**src/rtl/fpu_defines.svh**
```systemverilog
// fpu_defines.svh: offsets-free constants for the flash protection unlock
// assumes: included by the design file alone, by bare name
`ifndef FPU_DEFINES_SVH
`define FPU_DEFINES_SVH
`define FPU_KEY_FIRST    8'h73
`define FPU_KEY_SECOND   8'h8C
`define FPU_CMD_ERASE    8'h95
`define FPU_CMD_SECPROT  8'h5E
`define FPU_SECT_MAX     8
`define FPU_SECPROT_RST  8'h00
`define FPU_PAGE_RST     8'h00
`define FPU_OPT_ENABLED  1'b1
`endif

```
**src/rtl/fpu_pkg.sv**
```systemverilog
// fpu_pkg.sv: types for the flash protection unlock
// assumes: fpu_defines.svh is on the include path
`default_nettype none
package fpu_pkg;
  typedef enum logic [4:0] {
    ST_LOCKED  = 5'b00001,
    ST_KEY1    = 5'b00010,
    ST_KEY2    = 5'b00100,
    ST_UNLOCK  = 5'b01000,
    ST_SECSEL  = 5'b10000
  } fpu_state_e;

  // software write strobes from the register file
  typedef struct packed {
    logic       ctl_wr;
    logic       psel_wr;
    logic [7:0] wdata;
  } fpu_wr_s;

  // grants to the flash array
  typedef struct packed {
    logic       erase_go;
    logic       prog_go;
    logic [7:0] page;
  } fpu_go_s;
endpackage
`default_nettype wire

```
**src/rtl/fpu_unlock.sv**
```systemverilog
// fpu_unlock.sv: flash write protection, page unlock and sector protect
// assumes: strobes synchronous to mclk_in, one cycle per software access
`include "fpu_defines.svh"
`default_nettype none
module fpu_unlock #(
  parameter int FLASH_PAGES = 2,
  parameter int PAGE_BYTES  = 512
) (
  input  wire logic               mclk_in,
  input  wire logic               srst_in,
  input  wire logic               flash_write_protect_option_in,
  input  wire fpu_pkg::fpu_wr_s   wr_in,
  input  wire logic               byte_wr_in,
  input  wire logic [15:0]        byte_addr_in,
  input  wire logic               dbg_mass_erase_in,
  output logic [7:0]              secprot_out,
  output logic [4:0]              state_out,
  output logic [7:0]              page_out,
  output fpu_pkg::fpu_go_s        go_out,
  output logic                    mass_erase_out,
  output logic                    refused_out
);
  localparam int FLASH_BYTES = FLASH_PAGES * PAGE_BYTES;
  // sector never smaller than a page
  localparam int SECT_RAW = FLASH_BYTES / `FPU_SECT_MAX;
  localparam int SECT_BYTES = (SECT_RAW < PAGE_BYTES) ? PAGE_BYTES
                                                      : SECT_RAW;
  localparam int PAGE_SHIFT = $clog2(PAGE_BYTES);
  localparam int SECT_SHIFT = $clog2(SECT_BYTES);

  typedef struct packed {
    fpu_pkg::fpu_state_e st;
    logic [7:0]          page;
    logic [7:0]          secprot;
    logic                programmed;
    fpu_pkg::fpu_go_s    go;
    logic                mass;
    logic                refused;
  } fpu_regs_s;

  fpu_regs_s r_q;
  fpu_regs_s r_d;

  // sector index of a page, reused for erase and program checks
  function automatic logic [2:0] sect_of_page(input logic [7:0] pg);
    logic [31:0] a;
    a = 32'(pg) << PAGE_SHIFT;
    sect_of_page = 3'(a >> SECT_SHIFT);
  endfunction

  function automatic logic [7:0] page_of_addr(input logic [15:0] ad);
    page_of_addr = 8'(ad >> PAGE_SHIFT);
  endfunction

  function automatic logic is_key_first(input logic [7:0] v);
    is_key_first = (v == `FPU_KEY_FIRST);
  endfunction

  function automatic logic is_key_second(input logic [7:0] v);
    is_key_second = (v == `FPU_KEY_SECOND);
  endfunction

  function automatic logic is_erase_cmd(input logic [7:0] v);
    is_erase_cmd = (v == `FPU_CMD_ERASE);
  endfunction

  function automatic logic is_secprot_cmd(input logic [7:0] v);
    is_secprot_cmd = (v == `FPU_CMD_SECPROT);
  endfunction

  // reset image: locked, page 0, no protection, no pulses
  function automatic fpu_regs_s reset_regs();
    fpu_regs_s v;
    v            = '0;
    v.st         = fpu_pkg::ST_LOCKED;
    v.page       = `FPU_PAGE_RST;
    v.secprot    = `FPU_SECPROT_RST;
    v.programmed = 1'b0;
    v.go         = '0;
    v.mass       = 1'b0;
    v.refused    = 1'b0;
    reset_regs   = v;
  endfunction

  // one event per cycle: control beats page select beats byte write
  logic                     ev_ctl;
  logic                     ev_psel;
  logic                     ev_byte;
  logic                     cmd_key1;
  logic                     cmd_key2;
  logic                     cmd_erase;
  logic                     cmd_secprot;
  logic                     opt_ok;
  logic                     sect_ok;
  logic [`FPU_SECT_MAX-1:0] sect_hit;
  logic [`FPU_SECT_MAX-1:0] sect_blk;
  logic [7:0]               secprot_or;
  logic                     page_same;
  logic                     addr_in_page;
  logic                     erase_ask;
  logic                     erase_ok;
  logic                     prog_ok;

  assign ev_ctl       = wr_in.ctl_wr;
  assign ev_psel      = !wr_in.ctl_wr && wr_in.psel_wr;
  assign ev_byte      = !wr_in.ctl_wr && !wr_in.psel_wr && byte_wr_in;
  assign cmd_key1     = is_key_first(wr_in.wdata);
  assign cmd_key2     = is_key_second(wr_in.wdata);
  assign cmd_erase    = is_erase_cmd(wr_in.wdata);
  assign cmd_secprot  = is_secprot_cmd(wr_in.wdata);
  assign opt_ok       = (flash_write_protect_option_in ==
                         `FPU_OPT_ENABLED);
  assign page_same    = (wr_in.wdata == r_q.page);
  assign addr_in_page = (page_of_addr(byte_addr_in) == r_q.page);
  assign sect_ok      = ~|sect_blk;
  // an erase after bytes were programmed only relocks
  assign erase_ask    = cmd_erase && !r_q.programmed;
  assign erase_ok     = erase_ask && opt_ok && sect_ok;
  assign prog_ok      = addr_in_page && opt_ok && sect_ok;

  // one comparator per sector keeps the protect check a flat OR
  genvar s;
  generate
    for (s = 0; s < `FPU_SECT_MAX; s = s + 1) begin : g_sect
      assign sect_hit[s]   = (sect_of_page(r_q.page) == 3'(s));
      assign sect_blk[s]   = sect_hit[s] & r_q.secprot[s];
      // set-only: a zero written never clears a protect bit
      assign secprot_or[s] = r_q.secprot[s] | wr_in.wdata[s];
    end
  endgenerate

  always_comb begin
    r_d             = r_q;
    r_d.go.erase_go = 1'b0;
    r_d.go.prog_go  = 1'b0;
    r_d.refused     = 1'b0;
    // only the debug port may start a mass erase, never a user write
    r_d.mass        = dbg_mass_erase_in;
    case (r_q.st)
      fpu_pkg::ST_LOCKED: begin
        if (ev_ctl) begin
          if (cmd_key1) begin
            r_d.st = fpu_pkg::ST_KEY1;
          end else if (cmd_secprot) begin
            r_d.st = fpu_pkg::ST_SECSEL;
          end else begin
            r_d.st = fpu_pkg::ST_LOCKED;
          end
        end else if (ev_psel) begin
          r_d.page = wr_in.wdata;
        end else if (ev_byte) begin
          r_d.refused = 1'b1;
        end
      end
      fpu_pkg::ST_KEY1: begin
        if (ev_ctl) begin
          if (cmd_key2) begin
            r_d.st = fpu_pkg::ST_KEY2;
          end else begin
            r_d.st = fpu_pkg::ST_LOCKED;
          end
        end else if (ev_psel) begin
          // rewriting page select mid-key drops the sequence
          r_d.st   = fpu_pkg::ST_LOCKED;
          r_d.page = wr_in.wdata;
        end else if (ev_byte) begin
          r_d.refused = 1'b1;
        end
      end
      fpu_pkg::ST_KEY2: begin
        if (ev_ctl) begin
          r_d.st = fpu_pkg::ST_LOCKED;
        end else if (ev_psel) begin
          if (page_same) begin
            // fresh unlock: a stale program mark would block the erase
            r_d.st         = fpu_pkg::ST_UNLOCK;
            r_d.programmed = 1'b0;
          end else begin
            r_d.st = fpu_pkg::ST_LOCKED;
          end
        end else if (ev_byte) begin
          r_d.refused = 1'b1;
        end
      end
      fpu_pkg::ST_UNLOCK: begin
        if (ev_ctl) begin
          r_d.st         = fpu_pkg::ST_LOCKED;
          r_d.programmed = 1'b0;
          if (erase_ok) begin
            r_d.go.erase_go = 1'b1;
            r_d.go.page     = r_q.page;
          end else if (erase_ask) begin
            r_d.refused = 1'b1;
          end
        end else if (ev_psel) begin
          r_d.st   = fpu_pkg::ST_LOCKED;
          r_d.page = wr_in.wdata;
        end else if (ev_byte) begin
          if (prog_ok) begin
            r_d.go.prog_go = 1'b1;
            r_d.go.page    = r_q.page;
            r_d.programmed = 1'b1;
          end else begin
            r_d.refused = 1'b1;
          end
        end
      end
      fpu_pkg::ST_SECSEL: begin
        if (ev_ctl) begin
          r_d.st = fpu_pkg::ST_LOCKED;
        end else if (ev_psel) begin
          r_d.secprot = secprot_or;
        end else if (ev_byte) begin
          r_d.refused = 1'b1;
        end
      end
      default: begin
        r_d.st = fpu_pkg::ST_LOCKED;
      end
    endcase
    if (srst_in) begin
      r_d = reset_regs();
    end
  end

  always_ff @(posedge mclk_in) begin
    r_q <= r_d;
  end

  assign secprot_out    = r_q.secprot;
  assign state_out      = r_q.st;
  assign page_out       = r_q.page;
  assign go_out         = r_q.go;
  assign mass_erase_out = r_q.mass;
  assign refused_out    = r_q.refused;
endmodule
`default_nettype wire

```
**config.mk**
```make
export PLATFORM = sky130hd
export DESIGN_NAME = fpu_unlock
export DESIGN_NICKNAME = d
export VERILOG_FILES = /design/src/rtl/fpu_pkg.sv /design/src/rtl/fpu_unlock.sv
export VERILOG_INCLUDE_DIRS = /design/src /design/src/rtl
export SDC_FILE = /design/constraint.sdc
export NUM_CORES = 1
export LEC_CHECK = 0
export BUFFER_PORTS_ARGS = -buffer_cell sky130_fd_sc_hd__clkbuf_2
export CORE_ASPECT_RATIO = 0.7
export CORE_UTILIZATION = 55
export CTS_CLUSTER_DIAMETER = 200
export DETAILED_ROUTE_END_ITERATION = 8
export GPL_TIMING_DRIVEN = 0
export PLACE_DENSITY_LB_ADDON = 0.15
export SYNTH_ARGS = -nofsm -noshare
export SYNTH_HDL_FRONTEND = slang
export SYNTH_SLANG_ARGS = --single-unit
```
**constraint.sdc**
```tcl
create_clock -name mclk_in -period 2.9 [get_ports mclk_in]
set_input_delay 0.145 -clock mclk_in [delete_from_list [all_inputs] [get_ports mclk_in]]
set_output_delay 0.145 -clock mclk_in [all_outputs]
set_load 0.03 [all_outputs]
```
==> impl_metrics.env, run 1 <==
export IMPL_post_drt_via_cell_ratio=5.51
export IMPL_ant_nets=0
export IMPL_grt_pass1_vias=1538
export IMPL_drt_iter0_markers=111
export IMPL_finalSetupTns_ns=0
export IMPL_p_per_area_nw_per_um2=376
export IMPL_die_x_um=75.5
export IMPL_synth_main_ff_cell="dfxtp_1"
export IMPL_hold_path_class="in -> reg"
export IMPL_ys_ff_latch=34
export IMPL_worstPathRequired_ns=3.12
export IMPL_route_detailed_drc=0
export IMPL_fmax_mhz=491
export IMPL_overflow=0
export IMPL_dp_hpwl_mm=3.72
export IMPL_worstMarginPinSlew_ns=0.793
export IMPL_rsz0062_at_grt="no"
export IMPL_p_leak_nw=1.10
export IMPL_antenna_found_initial=0
export IMPL_final_common_cell="clkbuf_2"
export IMPL_placed_cell_area_um2=2400
export IMPL_grt_start_max_net_pins=11
export IMPL_synth_edf_count=0
export IMPL_dr_total_vias=1939
export IMPL_rrSetupSlack_ns=0.86
export IMPL_cts_tree="built"
export IMPL_fp_dieH_um=53.4
export IMPL_critical_path_peak_fanout=10
export IMPL_skew_ns=0.00731
export IMPL_design_power_total_uw=932
export IMPL_grt_util_all_layers_pct=26.7
export IMPL_dp_cells=345
export IMPL_ys_types=50
export IMPL_clock_path_buffers=2
export IMPL_synth_avg_cell_area_um2=8.55
export IMPL_core_um2=3560
export IMPL_slew_headroom_pct=46.5
export IMPL_ir_worst_vdd_uv=275
export IMPL_status="finished, final reports clean"
export IMPL_clockRootBuffer="clkbuf_8"
export IMPL_final_area_um2=2480
export IMPL_syn_inst=243
export IMPL_area_delta_synth_final_pct=19.2
export IMPL_cts_hold_buf=0
export IMPL_syn_num_nets=274
export IMPL_cts_htree_levels=2
export IMPL_die_area_um2=4030
export IMPL_numCtsBuffers=5
export IMPL_ys_warn_count=0
export IMPL_clock_sinks=34
export IMPL_slew_viol_final=0
export IMPL_grt_pass1_wl_mm=7.82
export IMPL_hold_violations=0
export IMPL_final_nets=333
export IMPL_n_fill_cell=331
export IMPL_io_pins=64
export IMPL_port_buffers=52
export IMPL_fin_crit_sh_pct=70.2
export IMPL_path_class="reg -> reg"
export IMPL_start_util_pct=58.4
export IMPL_place_congestion=0.961
export IMPL_drt_pass1_iter_count=4
export IMPL_post_cts_buffers=0
export IMPL_fin_crit_ns=2.04
export IMPL_drive_above_1_share_pct=33.8
export IMPL_clock_latency_ns=0.28
export IMPL_post_cts_resize_count=0
export IMPL_rows=18
export IMPL_hold_slack_ns=0.0774
export IMPL_antennaDiodeCount=0
export IMPL_layout_cells_non_filler=352
export IMPL_synth_cell_area_um2=2080
export IMPL_final_cell_mix="clkbuf_2, dfxtp_1, buf_4"
export IMPL_max_cap_viol_count=0
export IMPL_setup_viol_count_final=0
export IMPL_synth_async_reset_ratio_pct=0
export IMPL_wirelength_mm=4.89
export IMPL_wl_per_cell_um=13.9
export IMPL_path_clk_slew_ns=0.07
export IMPL_ys_seq_area_share_pct=32.8
export IMPL_cp_end_kind="register"
export IMPL_arrival_ns=2.25
export IMPL_cp_start_kind="register"
-- flip-flops by register name, summed over array words and instances, names as in the netlist --
register,count
go_out,10
mass_erase_out,1
page_out,8
r_q,1
refused_out,1
secprot_out,8
state_out,5
-- where the power goes --
| group | internal, mW | leakage (nW) | switching [mW] |
|---|---|---|---|
| Clock | 0.165 | 0.0383 | 0.158 |
| Combinational | 0.0530 | 0.788 | 0.0745 |
| Sequential | 0.474 | 0.275 | 0.00747 |
-- critical path, cell delays in order (launching register included) --
cell	delay [ns]
dfxtp_1	0.33
clkbuf_1	0.36
nand2b_1	0.16
o22ai_1	0.14
o311ai_2	0.59
o21ai_0	0.21
a21oi_1	0.17
-- per-layer routing --
layer | global-route usage (%) | wire length, µm
met5 | 0 | 0
met4 | 6.48 | 40
met3 | 5.14 | 392
met2 | 37.8 | 2040
met1 | 40.4 | 2420
-- kinds of logic (layout without fill, tap and decap cells) --
| group | Yosys count | after routing | synth area share [%] |
|---|---|---|---|
| AND/OR/NAND/NOR | 82 | 82 | 22.9 |
| flip-flops | 34 | 34 | 32.8 |
| AO/OA/AOI/OAI | 52 | 52 | 16.8 |
| buffers and inverters | 46 | 105 | 14.5 |
| XOR/XNOR | 18 | 18 | 7.59 |
| multiplexers | 11 | 11 | 5.42 |
-- worst paths after layout --
check,cells past startpoint,to,start
max,6,go_out[7],page_out[0]
min,2,mass_erase_out,dbg_mass_erase_in
max reg2reg,6,go_out[7],page_out[0]
min reg2reg,2,go_out[2],go_out[2]
-- final cells by class --
type | instances | area (µm²) | area share [%]
repair buffers | 52 | 260 | 10.5
well taps | 50 | 62.6 | 2.53
clock buffers | 7 | 76.3 | 3.08
flip-flops and latches | 34 | 681 | 27.5
multi-input cells | 163 | 1090 | 44.2
inverters | 3 | 11.3 | 0.455
plain buffers | 43 | 290 | 11.7
-- metrics by stage --
step	util [%]	setup slack [ns]
floorplan	-	1.14
detailed placement	67.4	0.922
global placement	67.4	0.943
CTS	69.6	0.870
global route	69.6	0.595
finish	69.6	0.864
-- cell usage after synthesis, types with 6 or more instances --
cell type | count | area, µm²
nor2_1 | 23 | 86.3
clkbuf_1 | 7 | 26.3
xor2_1 | 6 | 52.6
xnor2_1 | 12 | 105
nand2_1 | 7 | 26.3
buf_4 | 31 | 233
dfxtp_1 | 34 | 681
nand3_1 | 12 | 60.1
mux2i_1 | 9 | 90.1
nor3_1 | 8 | 40.0
a21oi_1 | 21 | 105
o21ai_0 | 13 | 65.1
(Power assumes the default switching activity.)
==> run 2, diff against run 1 <==
--- a/config.mk
+++ b/config.mk
@@ -6,9 +6,10 @@
 export SDC_FILE = /design/constraint.sdc
 export NUM_CORES = 1
 export LEC_CHECK = 0
+export ABC_AREA = 1
 export BUFFER_PORTS_ARGS = -buffer_cell sky130_fd_sc_hd__clkbuf_2
 export CORE_ASPECT_RATIO = 0.7
-export CORE_UTILIZATION = 55
+export CORE_UTILIZATION = 47
 export CTS_CLUSTER_DIAMETER = 200
 export DETAILED_ROUTE_END_ITERATION = 8
 export GPL_TIMING_DRIVEN = 0
==> constraint.sdc (replaced) <==
create_clock -name mclk_in -period 1.65 [get_ports mclk_in]
set_input_delay 0.0825 -clock mclk_in [delete_from_list [all_inputs] [get_ports mclk_in]]
set_output_delay 0.0825 -clock mclk_in [all_outputs]
set_load 0.03 [all_outputs]
==> run 2 against run 1 <==
The run now ends with DRC left; clock-buffer cell count fell by 1; largest power group is now the clock network; sequential power up 81%; clock power grew to 3.0 times the previous value; core utilization decreased by 4.3 points; first-iteration DRC count rose by 63%; cell count grew 33%; non-clock buffer count grew 10; combinational power increased to 3.3 times the previous value.
==> impl_metrics.env, run 2 <==
export IMPL_setup_viol_count_final=0
export IMPL_fin_crit_sh_pct=96.5
export IMPL_clock_sinks=34
export IMPL_dr_total_vias=2327
export IMPL_synth_most_common_cell="nand2_1"
export IMPL_max_cap_viol_count=0
export IMPL_final_nets=442
export IMPL_port_buffers=51
export IMPL_io_pins=64
export IMPL_numCtsBuffers=5
export IMPL_worstMarginPinSlew_ns=0.494
export IMPL_drt_pass1_iter_count=8
export IMPL_syn_inst=339
export IMPL_yosys_area_top_type_share_pct=30.2
export IMPL_dp_hpwl_mm=4.32
export IMPL_ys_warn_count=0
export IMPL_skew_ns=0.00787
export IMPL_fmax_mhz=628
export IMPL_slew_viol_final=0
export IMPL_ys_ff_latch=34
export IMPL_route_detailed_drc=6
export IMPL_final_area_um2=2930
export IMPL_cts_htree_levels=2
export IMPL_grt_pass1_wl_mm=9.20
export IMPL_p_leak_nw=1.46
export IMPL_area_delta_synth_final_pct=29.7
export IMPL_ys_types=29
export IMPL_yosys_top_cells_area="dfxtp_1, nand2_1, buf_4, inv_1, nand3_1"
export IMPL_grt_util_all_layers_pct=23.8
export IMPL_synth_edf_count=0
export IMPL_critical_path_peak_fanout=7
export IMPL_grt_pass1_vias=1890
export IMPL_ant_nets=0
export IMPL_ys_seq_area_share_pct=30.2
export IMPL_violations="DRC"
export IMPL_die_area_um2=5090
export IMPL_largest_register_ff_count=10
export IMPL_fin_crit_ns=1.59
export IMPL_placed_cell_area_um2=2580
export IMPL_rows=20
export IMPL_core_um2=4480
export IMPL_rsz0062_at_grt="yes"
export IMPL_synth_async_reset_ratio_pct=0
export IMPL_cp_end_kind="register"
export IMPL_die_x_um=84.8
export IMPL_hold_slack_ns=0.104
export IMPL_final_common_cell="nand2_1"
export IMPL_layout_cells_non_filler=467
export IMPL_antenna_found_initial=0
export IMPL_synth_cell_area_um2=2260
export IMPL_p_per_area_nw_per_um2=773
export IMPL_design_power_total_mw=2.26
export IMPL_critPathBufInv=3
export IMPL_drive_above_1_share_pct=38.3
export IMPL_cp_start_kind="register"
export IMPL_post_drt_via_cell_ratio=4.98
export IMPL_clockRootBuffer="clkbuf_8"
export IMPL_ir_worst_vdd_uv=803
export IMPL_hold_violations=0
export IMPL_path_cells="buf_6 > inv_8 > nand2_4 > nand2_2 > nor2_1 > nand2_1 > nor2_4 > nand3_2 > nand2_4 > buf_12 > nand3_2 > nand2_1 > nor2_2"
export IMPL_dp_cells=445
export IMPL_cts_tree="built"
export IMPL_path_class="reg -> reg"
export IMPL_cpPeakStageDelay_ns=0.34
export IMPL_overflow=0
export IMPL_status="finished with violations"
export IMPL_setup_ws_ns=0.0577
export IMPL_fp_dieH_um=60.0
export IMPL_slew_headroom_pct=67.1
export IMPL_hold_path_class="in -> reg"
export IMPL_grt_start_max_net_pins=12
export IMPL_final_cell_mix="nand2_1, clkbuf_2, buf_4"
export IMPL_syn_num_nets=370
export IMPL_post_place_ws_ns=-0.0171
export IMPL_synth_top_cells_by_count="nand2_1, inv_1, dfxtp_1, buf_4, nor2_1"
export IMPL_worstPathRequired_ns=1.84
export IMPL_crit_slowest_cell="dfxtp_2"
export IMPL_path_delay_family="simple AND/OR/NAND/NOR gates"
export IMPL_synth_largest_area_cell="dfxtp_1"
export IMPL_antennaDiodeCount=0
export IMPL_arrival_ns=1.79
export IMPL_finalSetupTns_ns=0
export IMPL_drt_iter0_markers=181
export IMPL_final_core_util_pct=65.3
export IMPL_clock_latency_ns=0.29
export IMPL_wl_per_cell_um=12.5
export IMPL_place_congestion=0.891
export IMPL_path_clk_slew_ns=0.08
export IMPL_clock_path_buffers=2
export IMPL_synth_avg_cell_area_um2=6.65
export IMPL_start_util_pct=50.4
export IMPL_synth_main_ff_cell="dfxtp_1"
export IMPL_wirelength_mm=5.85
run 2: final timing paths:
| check | endpoint | startpoint | slack (ns) | cells past startpoint |
|---|---|---|---|---|
| setup / recovery | go_out[5] | page_out[2] | 0.06 | 13 |
| hold / removal | go_out[8] | byte_wr_in | 0.10 | 3 |
| setup reg to reg | go_out[5] | page_out[2] | 0.06 | 13 |
| hold reg to reg | r_q[12] | r_q[12] | 0.47 | 2 |
run 2: worst reg2reg max path, cell delays in order, from the launching register on:
cell	delay (ns)
dfxtp_2	0.34
buf_6	0.13
inv_8	0.05
nand2_4	0.05
nand2_2	0.04
nor2_1	0.09
nand2_1	0.11
nor2_4	0.16
nand3_2	0.09
nand2_4	0.14
buf_12	0.15
nand3_2	0.05
nand2_1	0.07
nor2_2	0.03
run 2: repair_timing:
item,4_1_cts,5_1_grt
cloned,0,1
hold endpoints to repair,1,0
pin swaps,2,6
hold buffers,1,0
resized for setup,1,23
buffers inserted,2,10
setup endpoints to repair,2,17
run 2: cells by family after synthesis:
logic type / after synthesis / share of synthesized area (%)
flops: 34 / 30.2
buf+inv: 89 / 22.2
xor+xnor: 6 / 2.33
simple gates: 168 / 34.6
compound gates: 42 / 10.7
run 2: final cells by class:
type / count / area (µm²)
inverter: 49 / 191
clock buffer: 6 / 82.6
tap: 55 / 68.8
sequential: 34 / 691
multi-input combinational: 216 / 1120
timing repair buffer: 65 / 392
fill: 387 / 1550
buffer: 40 / 317
clock inverter: 2 / 60.1
run 2: metal layers:
layer / vias up / share of wire, % / GRT usage [%] / wire length (µm)
met5: - / 0 / 0 / 0
li1: 1179 / - / - / -
met2: 99 / 41 / 33.0 / 2380
met1: 1042 / 49 / 36.6 / 2880
met3: 7 / 9.3 / 4.56 / 542
met4: 0 / 0.79 / 6.78 / 46
run 2: report_power, final:
part	internal (mW)	total, mW	switching (mW)
registers	0.843	0.870	0.0273
logic	0.162	0.424	0.262
clock network	0.645	0.967	0.322
total	1.65	2.26	0.611
